<file path="src/hw/bcd_div_pkg.sv">
package bcd_div_pkg;

    // ------------------------------------------------------------
    // operation codes (ten-bit binary value of the function code)
    // ------------------------------------------------------------
    localparam logic [9:0] OP_DIV_WORD   = 10'h1B2; // single-word bcd divide, 434
    localparam logic [9:0] OP_DIV_DOUBLE = 10'h1B3; // double-word bcd divide, 435
    localparam logic [9:0] OP_BIN_WORD   = 10'h017; // single-word bcd to binary, 023
    localparam logic [9:0] OP_BIN_DOUBLE = 10'h03A; // double-word bcd to binary, 058
    localparam int         OP_CODE_W     = 10;      // least width of the code port

    // ------------------------------------------------------------
    // datapath geometry
    // ------------------------------------------------------------
    localparam int WORD_W     = 16;                 // one memory word
    localparam int DIGITS     = 8;                  // bcd digits of a double word
    localparam int CONV_STEPS = 8;                  // one digit per cycle
    localparam int DIV_STEPS  = 32;                 // one quotient bit per cycle
    localparam int DABB_STEPS = 32;                 // one shift per cycle

    // ------------------------------------------------------------
    // reset values
    // ------------------------------------------------------------
    localparam logic [63:0] RESULT_RST = 64'h0;     // result words after reset
    localparam logic        FLAG_RST   = 1'b0;      // every flag after reset

    // ------------------------------------------------------------
    // sequencer states, gray coded along the divide path
    // ------------------------------------------------------------
    typedef enum logic [2:0] {
        ST_IDLE = 3'h0,
        ST_CONV = 3'h1,
        ST_DIV  = 3'h3,
        ST_DABB = 3'h2
    } seq_state_t;

endpackage

</file>
<file path="src/hw/bcd_div_unit.sv">
`timescale 1ns/1ps

// Operation
// - code 434 word divide, 435 double
// - code 023 word convert, 058 double
// - word divide: quotient word0, remainder word1
// - double divide: quotient words0-1, remainder 2-3
// - word divide fault: non-bcd operand or zero divisor
// - double divide fault: any non-bcd, zero divisor
// - word divide zero when quotient zero
// - double divide zero when quotient zero
// - word convert: four bcd digits to binary
// - double convert: eight digits to 32 bits
// - word convert fault on non-bcd digit
// - double convert fault on non-bcd word
// - word convert zero when result zero
// - double convert zero when result zero
module bcd_div_unit #(
    parameter int OPCODE_W = 10                        // width of the code port
) (
    input  wire logic                core_clk,         // system clock, 200 MHz
    input  wire logic                sys_rst,          // async reset, active high
    input  wire logic                clk_en,           // freezes all state when low
    input  wire logic                op_valid,         // sequencer issues an operation
    input  wire logic [OPCODE_W-1:0] op_code,          // function code of the operation
    input  wire logic [31:0]         dividend_operand, // dividend or source, word0 low
    input  wire logic [31:0]         divisor_operand,  // divisor, word0 low
    output logic                     busy,             // operation in progress
    output logic                     done,             // one cycle: flags valid, result too unless fault
    output logic                     result_we,        // one cycle: write result words
    output logic [63:0]              result_words,     // word0 in bits 15:0 upward
    output logic                     fault_flag,       // error flag
    output logic                     zero_flag,        // equals flag
    output logic                     sign_flag         // negative flag
);

    // ------------------------------------------------------------
    // elaboration check
    // ------------------------------------------------------------
    // the decode reads op_code[9:0], so the port needs ten bits
    if (OPCODE_W < bcd_div_pkg::OP_CODE_W) begin : g_bad_width
        $error("op_code port too narrow for the operation codes");
    end

    // ------------------------------------------------------------
    // state record
    // ------------------------------------------------------------
    typedef struct packed {
        bcd_div_pkg::seq_state_t st;  // sequencer state
        logic [5:0]   cnt;            // step counter within a state
        logic         is_div;         // operation is a divide
        logic         is_dbl;         // operation is double word
        logic [31:0]  dd_bcd;         // dividend or source digits, shifting out
        logic [31:0]  dr_bcd;         // divisor digits, shifting out
        logic [31:0]  dd_bin;         // dividend or source in binary
        logic [31:0]  dr_bin;         // divisor in binary
        logic [31:0]  quo;            // quotient, later shifted out
        logic [31:0]  rem;            // partial remainder, later shifted out
        logic [31:0]  bq;             // quotient digits being built
        logic [31:0]  br;             // remainder digits being built
        logic         busy;           // output copy
        logic         done;           // output copy
        logic         we;             // output copy
        logic [63:0]  res;            // output copy
        logic         fault;          // output copy
        logic         zero;           // output copy
        logic         sign;           // output copy
    } unit_state_t;

    unit_state_t state_r;             // registered state
    unit_state_t state_nxt;           // next state

    // ------------------------------------------------------------
    // decode of the incoming request
    // ------------------------------------------------------------
    logic        req_take;            // request accepted this cycle
    logic        req_div;             // divide requested
    logic        req_dbl;             // double word requested
    logic        req_known;           // code is one of the four
    logic [31:0] dd_in;               // dividend or source, upper word masked on single-word ops
    logic [31:0] dr_in;               // divisor, upper word masked on single-word ops
    logic        dd_bad;              // dividend or source holds a non-bcd digit
    logic        dr_bad;              // divisor holds a non-bcd digit
    logic        dr_zero;             // divisor is zero
    logic        req_fault;           // request ends at once with a fault

    // true when any nibble of the value exceeds nine
    function automatic logic non_bcd(input logic [31:0] v);
        logic bad;
        bad = 1'b0;
        for (int i = 0; i < bcd_div_pkg::DIGITS; i++) begin
            if (v[4*i +: 4] > 4'h9) begin
                bad = 1'b1;
            end
        end
        return bad;
    endfunction

    // classify the code and mask the operands
    always_comb begin
        req_div   = 1'b0;
        req_dbl   = 1'b0;
        req_known = 1'b1;
        case (op_code[9:0])
            bcd_div_pkg::OP_DIV_WORD: begin
                req_div = 1'b1;
            end
            bcd_div_pkg::OP_DIV_DOUBLE: begin
                req_div = 1'b1;
                req_dbl = 1'b1;
            end
            bcd_div_pkg::OP_BIN_WORD: begin
                req_div = 1'b0;
            end
            bcd_div_pkg::OP_BIN_DOUBLE: begin
                req_dbl = 1'b1;
            end
            default: begin
                req_known = 1'b0;
            end
        endcase
        // single-word operations see only word0
        dd_in    = req_dbl ? dividend_operand : {16'h0000, dividend_operand[15:0]};
        dr_in    = req_dbl ? divisor_operand  : {16'h0000, divisor_operand[15:0]};
        dd_bad   = non_bcd(dd_in);
        dr_bad   = non_bcd(dr_in);
        dr_zero  = (dr_in == 32'h0000_0000);
        req_take = clk_en && op_valid && !state_r.busy && req_known;
        if (req_div) begin
            req_fault = dd_bad || dr_bad || dr_zero;
        end else begin
            req_fault = dd_bad;
        end
    end

    // ------------------------------------------------------------
    // per-digit add-three correction for the bcd builders
    // ------------------------------------------------------------
    logic [31:0] adj_q;               // corrected quotient digits
    logic [31:0] adj_r;               // corrected remainder digits

    for (genvar g = 0; g < bcd_div_pkg::DIGITS; g++) begin : g_adj
        // a digit of five or more gets three before the shift
        assign adj_q[4*g +: 4] = (state_r.bq[4*g +: 4] > 4'h4) ?
                                 state_r.bq[4*g +: 4] + 4'h3 : state_r.bq[4*g +: 4];
        assign adj_r[4*g +: 4] = (state_r.br[4*g +: 4] > 4'h4) ?
                                 state_r.br[4*g +: 4] + 4'h3 : state_r.br[4*g +: 4];
    end

    // ------------------------------------------------------------
    // datapath step terms
    // ------------------------------------------------------------
    logic [31:0] dd_acc;              // dividend times ten plus next digit
    logic [31:0] dr_acc;              // divisor times ten plus next digit
    logic [31:0] rem_sh;              // remainder with next dividend bit in
    logic        rem_ge;              // divisor fits the shifted remainder

    // accumulate one bcd digit and try one divide step
    always_comb begin
        dd_acc = (state_r.dd_bin << 3) + (state_r.dd_bin << 1)
               + {28'h0000000, state_r.dd_bcd[31:28]};
        dr_acc = (state_r.dr_bin << 3) + (state_r.dr_bin << 1)
               + {28'h0000000, state_r.dr_bcd[31:28]};
        rem_sh = {state_r.rem[30:0], state_r.quo[31]};
        rem_ge = (rem_sh >= state_r.dr_bin);
    end

    // ------------------------------------------------------------
    // next state
    // ------------------------------------------------------------
    always_comb begin
        state_nxt      = state_r;
        // strobes last one enabled cycle
        state_nxt.done = 1'b0;
        state_nxt.we   = 1'b0;
        case (state_r.st)
            bcd_div_pkg::ST_IDLE: begin
                if (req_take) begin
                    state_nxt.is_div = req_div;
                    state_nxt.is_dbl = req_dbl;
                    state_nxt.dd_bcd = dd_in;
                    state_nxt.dr_bcd = dr_in;
                    state_nxt.dd_bin = 32'h0000_0000;
                    state_nxt.dr_bin = 32'h0000_0000;
                    state_nxt.cnt    = 6'h00;
                    if (!req_div) begin
                        state_nxt.sign = 1'b0;
                    end
                    if (req_fault) begin
                        // bad operands: flags only, result words untouched
                        state_nxt.fault = 1'b1;
                        state_nxt.zero  = 1'b0;
                        state_nxt.done  = 1'b1;
                    end else begin
                        state_nxt.st   = bcd_div_pkg::ST_CONV;
                        state_nxt.busy = 1'b1;
                    end
                end
            end
            bcd_div_pkg::ST_CONV: begin
                // one decimal digit per cycle, most significant first
                state_nxt.dd_bin = dd_acc;
                state_nxt.dr_bin = dr_acc;
                state_nxt.dd_bcd = {state_r.dd_bcd[27:0], 4'h0};
                state_nxt.dr_bcd = {state_r.dr_bcd[27:0], 4'h0};
                state_nxt.cnt    = state_r.cnt + 6'h01;
                if (state_r.cnt == 6'(bcd_div_pkg::CONV_STEPS - 1)) begin
                    state_nxt.cnt = 6'h00;
                    if (state_r.is_div) begin
                        state_nxt.st  = bcd_div_pkg::ST_DIV;
                        state_nxt.quo = dd_acc;
                        state_nxt.rem = 32'h0000_0000;
                    end else begin
                        state_nxt.st    = bcd_div_pkg::ST_IDLE;
                        state_nxt.busy  = 1'b0;
                        state_nxt.done  = 1'b1;
                        state_nxt.we    = 1'b1;
                        state_nxt.fault = 1'b0;
                        if (state_r.is_dbl) begin
                            state_nxt.res  = {32'h0000_0000, dd_acc};
                            state_nxt.zero = (dd_acc == 32'h0000_0000);
                        end else begin
                            state_nxt.res  = {48'h0000_0000_0000, dd_acc[15:0]};
                            state_nxt.zero = (dd_acc[15:0] == 16'h0000);
                        end
                    end
                end
            end
            bcd_div_pkg::ST_DIV: begin
                // restoring division, one quotient bit per cycle
                state_nxt.rem = rem_ge ? rem_sh - state_r.dr_bin : rem_sh;
                state_nxt.quo = {state_r.quo[30:0], rem_ge};
                state_nxt.cnt = state_r.cnt + 6'h01;
                if (state_r.cnt == 6'(bcd_div_pkg::DIV_STEPS - 1)) begin
                    state_nxt.cnt = 6'h00;
                    state_nxt.st  = bcd_div_pkg::ST_DABB;
                    state_nxt.bq  = 32'h0000_0000;
                    state_nxt.br  = 32'h0000_0000;
                end
            end
            bcd_div_pkg::ST_DABB: begin
                // binary back to bcd by shift and add three
                state_nxt.bq  = {adj_q[30:0], state_r.quo[31]};
                state_nxt.br  = {adj_r[30:0], state_r.rem[31]};
                state_nxt.quo = {state_r.quo[30:0], 1'b0};
                state_nxt.rem = {state_r.rem[30:0], 1'b0};
                state_nxt.cnt = state_r.cnt + 6'h01;
                if (state_r.cnt == 6'(bcd_div_pkg::DABB_STEPS - 1)) begin
                    state_nxt.cnt   = 6'h00;
                    state_nxt.st    = bcd_div_pkg::ST_IDLE;
                    state_nxt.busy  = 1'b0;
                    state_nxt.done  = 1'b1;
                    state_nxt.we    = 1'b1;
                    state_nxt.fault = 1'b0;
                    if (state_r.is_dbl) begin
                        state_nxt.res  = {adj_r[30:0], state_r.rem[31],
                                          adj_q[30:0], state_r.quo[31]};
                        state_nxt.zero = ({adj_q[30:0], state_r.quo[31]} == 32'h0000_0000);
                    end else begin
                        state_nxt.res  = {32'h0000_0000, adj_r[14:0], state_r.rem[31],
                                          adj_q[14:0], state_r.quo[31]};
                        state_nxt.zero = ({adj_q[14:0], state_r.quo[31]} == 16'h0000);
                    end
                end
            end
            default: begin
                state_nxt.st   = bcd_div_pkg::ST_IDLE;
                state_nxt.busy = 1'b0;
            end
        endcase
    end

    // ------------------------------------------------------------
    // state register
    // ------------------------------------------------------------
    always_ff @(posedge core_clk or posedge sys_rst) begin
        if (sys_rst) begin
            state_r       <= '0;
            state_r.st    <= bcd_div_pkg::ST_IDLE;
            state_r.res   <= bcd_div_pkg::RESULT_RST;
            state_r.fault <= bcd_div_pkg::FLAG_RST;
            state_r.zero  <= bcd_div_pkg::FLAG_RST;
            state_r.sign  <= bcd_div_pkg::FLAG_RST;
        end else if (clk_en) begin
            state_r <= state_nxt;
        end
    end

    // ------------------------------------------------------------
    // outputs straight from the state register
    // ------------------------------------------------------------
    assign busy         = state_r.busy;
    assign done         = state_r.done;
    assign result_we    = state_r.we;
    assign result_words = state_r.res;
    assign fault_flag   = state_r.fault;
    assign zero_flag    = state_r.zero;
    assign sign_flag    = state_r.sign;

endmodule

</file>
<file path="config.mk">
export PLATFORM = sky130hd
export DESIGN_NAME = bcd_div_unit
export DESIGN_NICKNAME = d
export VERILOG_FILES = /design/src/hw/bcd_div_pkg.sv /design/src/hw/bcd_div_unit.sv
export SDC_FILE = /design/constraint.sdc
export NUM_CORES = 1
export LEC_CHECK = 0
export ABC_AREA = 1
export BUFFER_PORTS_ARGS = -buffer_cell sky130_fd_sc_hd__buf_2
export CAP_MARGIN = 20
export CORE_MARGIN = 2
export CORE_UTILIZATION = 60
export CTS_CLUSTER_DIAMETER = 80
export DETAILED_ROUTE_END_ITERATION = 12
export PLACE_DENSITY_LB_ADDON = 0.1
export SLEW_MARGIN = 20
export SYNTH_ARGS = -nofsm -noshare
export SYNTH_HDL_FRONTEND = slang
export SYNTH_SLANG_ARGS = --single-unit
</file>
<file path="constraint.sdc">
create_clock -name core_clk -period 17.7 [get_ports core_clk]
set_clock_uncertainty 0.15 [all_clocks]
set_input_delay 3.54 -clock core_clk [delete_from_list [all_inputs] [get_ports core_clk]]
set_output_delay 3.54 -clock core_clk [all_outputs]
set_load 0.005 [all_outputs]
</file>
# Word level (Yosys, flattened, before mapping)
# Index checks and enable logic that the tools add are counted.
[word_totals]
reg_bits = 335
latch_bits = 0
ramBits = 0
rom_bits = 0
input_bits = 78
n_memories = 0
[op_classes]
add_sub_neg = 22
n_mul = 0
div = 0
order_cmp = 33
n_eq_ne = 17
shift = 0
muxes = 69
n_bitwise = 1
n_reduce_logical = 30
[op_table]
columns = ["cell", "count"]
rows = [
  ["64-bit 2-to-1 mux", 4],
  ["128-bit case mux with 2 select lines", 1],
  ["69-bit 2-to-1 mux", 3],
  ["64-bit case mux with 3 select lines", 1],
  ["139-bit 2-to-1 mux", 1],
  ["65-bit case mux with 2 select lines", 1],
  ["32-bit 2-to-1 mux", 4],
  ["64-bit case mux with 2 select lines", 1],
  ["32-bit zero test", 3],
  ["32-bit adder", 2],
  ["32-bit by 4-bit adder with 32-bit output", 2],
  ["4-bit by 3-bit greater-than comparator with 1-bit output (second input constant)", 16],
  ["4-bit greater-than comparator (second input constant)", 16],
  ["4-bit by 2-bit adder with 4-bit output (second input constant)", 14],
  ["4-bit 2-to-1 mux", 14],
  ["32-bit >= comparator", 1],
  ["16-bit zero test", 2],
  ["32-bit subtractor", 1],
  ["9-bit 2-to-1 mux", 3],
  ["1-bit 2-to-1 mux", 24],
  ["6-bit case mux with 4 select lines", 1],
  ["10-bit by 9-bit == test with 1-bit output (second input constant)", 2],
  ["2-bit inequality test (second input constant)", 8],
  ["7-bit AND reduction", 2],
  ["28 further kinds", 45],
]

# Logic depth before layout (Yosys ltp)
[logic_depth]
ltp_word = 19
mapped_depth = 22
depth_no_buf = 22

# Worst setup path before layout
# OpenSTA, ideal clock, no wires.
[synth_timing]
kind = "input -> register"
from = "input port op_code[5]"
to = "register state_r[235] (netlist bit)"
setup_ns = 0.134
arrival_time_ns = 5.070
required_time_ns = 17.416
setup_slack_ns = 12.346
stages = 14
path_cell_list = "nand2_1 nand3b_1 or2_1 nand3_2 nand3_2 a21oi_2 inv_2 nor2_4 buf_6 nor2_2 buf_6 buf_2 nand2_1 o21ai_0"
[synth_between]
elab_chain_cells = 6
[synth_lines]
columns = ["item", "line", "rtl"]
rows = [
  ["start: declaration", "bcd_div_unit.sv:25", "input wire logic [OPCODE_W-1:0] op_code,"],
  ["10-bit by 6-bit == test with 1-bit output, or another cell as far along", "bcd_div_unit.sv:104", "case (op_code[9:0])"],
  ["4-bit OR reduction (no line) (*)", "-", ""],
  ["1-bit 2-to-1 mux (*)", "bcd_div_unit.sv:104", ""],
  ["1-bit logical AND (*)", "bcd_div_unit.sv:128", "req_take = clk_en && op_valid && !state_r.busy && req_known;"],
  ["2-bit inequality test (no line) (*)", "-", ""],
  ["3-bit AND reduction (no line) (*)", "-", ""],
  ["end signal: assignment", "bcd_div_unit.sv:285", "state_r <= state_nxt;"],
  ["end: declaration", "bcd_div_unit.sv:70", "unit_state_t state_r;"],
]
# Mark *: on every way between the ends. The rest lies on a longest branch, timed or not.
# A chain may end at the register's enable or synchronous reset.

# Final worst setup path
[layout_timing]
from = "input port op_code[5]"
to = "register state_r[307] (netlist bit)"
# Same word-level chain as after synthesis.

==> results by group <==
Clock network
  • CTS clk-pin slew, worst paths: 0.06 ns
  • TritonCTS clock tree: built
  • Largest buffer count on any clock path: 3
  • Setup Buffers After CTS: 0
  • Clock latency on the worst-skew pair: 0.57 ns
  • CTS sink count: 334
  • Number of H-tree levels: 2
  • CTS Buf Count: 40
  • Quantity of hold-fixing buffers added after cts: 0
  • Quantity of gates resized following cts: 0
  • Clock root buffer: clkbuf_16

Cells and area
  • Nets@finish: 3,402
  • Utilization of the core after routing: 0.662
  • Proportion of layout cells with a drive suffix above 1: 0.0925
  • Number of fill cells in the layout: 3,339
  • Relative area change from synthesis to final layout: 8.44%
  • Commonest cells after routing, fill and taps aside: nand2_1 (661), inv_1 (390), dfrtp_1 (334)
  • Most frequent standard cell in the layout excluding fill and tap cells: nand2_1

Logic synthesis
  • Distinct cells, synth: 56
  • Post-synthesis instance total: 3,119
  • Dominant register cell in the synthesized netlist: dfrtp_1
  • Sequential cell area fraction in the yosys report: 0.364
  • Synthesized area per cell: 7.37 µm²
  • Number of enable-type register cells in the synthesized netlist: 0
  • Post-synth design cell area: 23,000 µm²
  • Number of warnings issued by yosys: 0
  • Fraction of registers with async set or reset after synthesis: 1.00
  • Number of synthesized register bits: 334
  • Synthesized netlist net count: 3,373

Routing
  • Routed vias/inst: 5.83
  • Post-detailed-route DRC marker count: 0
  • Detailed Route Iter0 Violations: 1,500
  • Number of vias in the routed layout: 21,500
  • Final routed wire length divided by cell count: 16.9 µm
  • Overall routed net length: 62,200 µm
  • Number of detailed-routing iterations run before antenna repair: 7
  • Antenna-violating nets left: 0

Placement
  • Final weighted congestion in routability-driven placement: 0.943
  • Number of buffers inserted by port buffering: 146
  • Placed wire-length estimate: 44,800 µm

Critical path
  • CP peak stage delay: 0.84 ns
  • Critical Path Sink Type: register
  • Startpoint-to-endpoint class of the critical path: primary input to register
  • Timing startpoint of the critical path: op_code[5]
  • Largest fanout on the critical path: 126
  • CP Data Arrival Time: 6.71 ns
  • Buffers & Inverters on Critical Path: 4
  • Family of cells with the greatest summed delay on the critical path: buffers and inverters
  • Startpoint Class: primary input
  • Startpoint of the most critical register-to-register path: state_r[334]
  • Crit path max-delay cell type: clkinv_4
  • Crit-path cells: buf_2 > nand2_1 > nand3b_1 > or2_1 > nand3_2 > nand3_2 > a21oi_2 > inv_2 > nor2_4 > nor2_4 > buf_4 > clkinv_4 > o21ai_0
  • CP Data Required Time: 17.99 ns

STA
  • Count of final max-slew check failures: 0
  • Setup TNS Final: 0 ns
  • Final period util: 0.362
  • Final hold viol count: 0
  • Unrepaired setup endpoints after global routing: false
  • Min Clock Period, post-route: 6.41 ns
  • Worst-case headroom to the max-slew limit: 0.277
  • Setup Viol. Count Final: 0
  • Slew at the pin with the worst max-slew slack: 1.08 ns
  • F_max: 156 MHz

Global route
  • GRT Util Overall: 0.317
  • Wire length of the first global-routing pass: 102,000 µm
  • Antenna violations before repair: 1
  • Total gr overflow: 0
  • Number of global-route vias before repair: 20,300
  • Pin count of the biggest net entering global routing: 127

Job
  • Number of max-cap violations: 0

Floorplan
  • Core Region: 37,700 µm²
  • Count of boundary I/O pins: 148
  • Die X-Extent: 200 µm
  • Initial core utilization: 0.610
  • Site row count: 71
  • Total Die Area: 39,900 µm²
  • Vertical die dimension: 200 µm

Hold path
  • Startpoint of the tightest hold check path: state_r[184]
  • Hold/Removal Path Class: register to register

Power
  • Total power per unit cell area: 194 nW/µm²
  • Total Power: 4830 µW
  • Largest voltage drop on the vdd net: 0.0951 mV
  • Leakage power total: 0.0126 µW

Run status
  • Result of the run: completed
-- stage by stage --
stage,std cells,worst slack [ns],area [µm²],hold slack [ns]
3_5_place_dp,3614,10.73,23500,0.310
2_1_floorplan,3119,4.76,23000,0.293
3_3_place_gp,3613,10.88,23500,0.309
4_1_cts,3686,11.31,24800,0.327
5_1_grt,3689,10.95,24900,0.356
6_report,3690,11.29,24900,0.329
-- synthesized netlist by cell type (2+ instances only) --
| cell type | number | area share |
|---|---|---|
| inv_2 | 6 | 0.00098 |
| buf_1 | 6 | 0.00098 |
| a21oi_1 | 241 | 0.052 |
| o21bai_1 | 12 | 0.0039 |
| nor3_1 | 29 | 0.0063 |
| nand3_2 | 2 | 0.00087 |
| fa_1 | 5 | 0.0044 |
| a21o_1 | 10 | 0.0033 |
| inv_1 | 391 | 0.064 |
| nand4_1 | 23 | 0.0063 |
| a22oi_1 | 9 | 0.0029 |
| or2_1 | 2 | 0.00054 |
| o21a_1 | 3 | 0.00098 |
| o31ai_1 | 10 | 0.0033 |
| a211oi_1 | 3 | 0.00098 |
| clkbuf_1 | 60 | 0.0098 |
| a21oi_2 | 2 | 0.00076 |
| nand3_1 | 143 | 0.031 |
| nor4_1 | 11 | 0.0030 |
| and2_1 | 2 | 0.00054 |
| nand3b_1 | 10 | 0.0033 |
| and3_1 | 2 | 0.00054 |
| a32oi_1 | 12 | 0.0046 |
| dfrtp_1 | 334 | 0.36 |
| buf_4 | 67 | 0.022 |
| xnor2_1 | 25 | 0.0095 |
| nor2_1 | 252 | 0.041 |
| nor2_4 | 2 | 0.00098 |
| o22ai_1 | 80 | 0.022 |
| or2_2 | 21 | 0.0057 |
| a22o_1 | 9 | 0.0034 |
| a221oi_1 | 2 | 0.00076 |
| buf_2 | 34 | 0.0074 |
| o21ai_2 | 18 | 0.0069 |
| buf_6 | 7 | 0.0034 |
| a21boi_0 | 3 | 0.00098 |
| o21ai_1 | 37 | 0.0081 |
| nor2_2 | 2 | 0.00054 |
| a31oi_1 | 20 | 0.0054 |
| xor2_1 | 36 | 0.014 |
| o211ai_1 | 18 | 0.0059 |
| o21ai_0 | 311 | 0.068 |
| ha_1 | 171 | 0.093 |
| nand2_1 | 662 | 0.11 |
| clkinv_1 | 3 | 0.00049 |
-- metal layers --
| layer | GRT usage | share of wire |
|---|---|---|
| met5 | 0 | 0 |
| met4 | 0.0974 | 0.024 |
| met3 | 0.0423 | 0.063 |
| met2 | 0.512 | 0.46 |
| met1 | 0.445 | 0.45 |
-- final timing paths --
path	end	slack [ns]	cells after the start
hold / removal	state_r[184]	0.33	2
min in group asynchronous	result_words[58]	2.98	2
max in group asynchronous	rem_sh[27]	12.33	4
hold reg to reg	state_r[184]	0.33	2
setup reg to reg	state_r[175]	13.21	12
setup / recovery	state_r[307]	11.29	13
-- worst register-to-register path, cell delays in order (launching register included) --
cell and delay, ns:
dfrtp_1 0.38, inv_1 0.11, ha_2 0.55, nor2_2 0.28, clkinv_1 0.80, nor2_1 0.51
nor2_1 0.10, nand2_2 0.07, buf_4 0.62, clkinv_1 0.15, buf_4 0.35, o21ai_0 0.18
o22ai_1 0.11
-- flip-flops by register name, summed over array words and instances, names as in the netlist --
register,cells
busy,1
done,1
fault_flag,1
rem_sh,32
result_we,1
result_words,64
state_r,233
zero_flag,1
-- report_power, final --
part | total [µW] | internal, µW | switching, µW | leakage (µW)
Clock | 831 | 484 | 347 | 0.000657
Sequential | 1150 | 978 | 175 | 0.00404
Combinational | 2840 | 954 | 1890 | 0.00791
Total | 4830 | 2420 | 2410 | 0.0126
-- final cells by class --
class                           instances  area (µm²)  share of cell area
Antenna cell                            1        2.50            0.000100
Clock buffer                           53        1130              0.0454
Clock inverter                         19         199             0.00798
Inverter                              401        1520              0.0609
Multi-Input combinational cell       2210       12200               0.488
Sequential cell                       334        8360               0.335
Tap cell                              511         639              0.0256
Timing Repair Buffer                  161         912              0.0366
-- cell families (layout without fill, tap and decap cells) --
family	Yosys count	in the layout	share of synthesized area
flops	334	334	0.364
compound gates	806	806	0.196
fa+ha+maj	176	176	0.0974
buf+inv	575	634	0.109
simple gates	1166	1166	0.210
other cells	1	2	0.000163
xor+xnor	61	61	0.0232
Power figures use the tool's default switching activity.
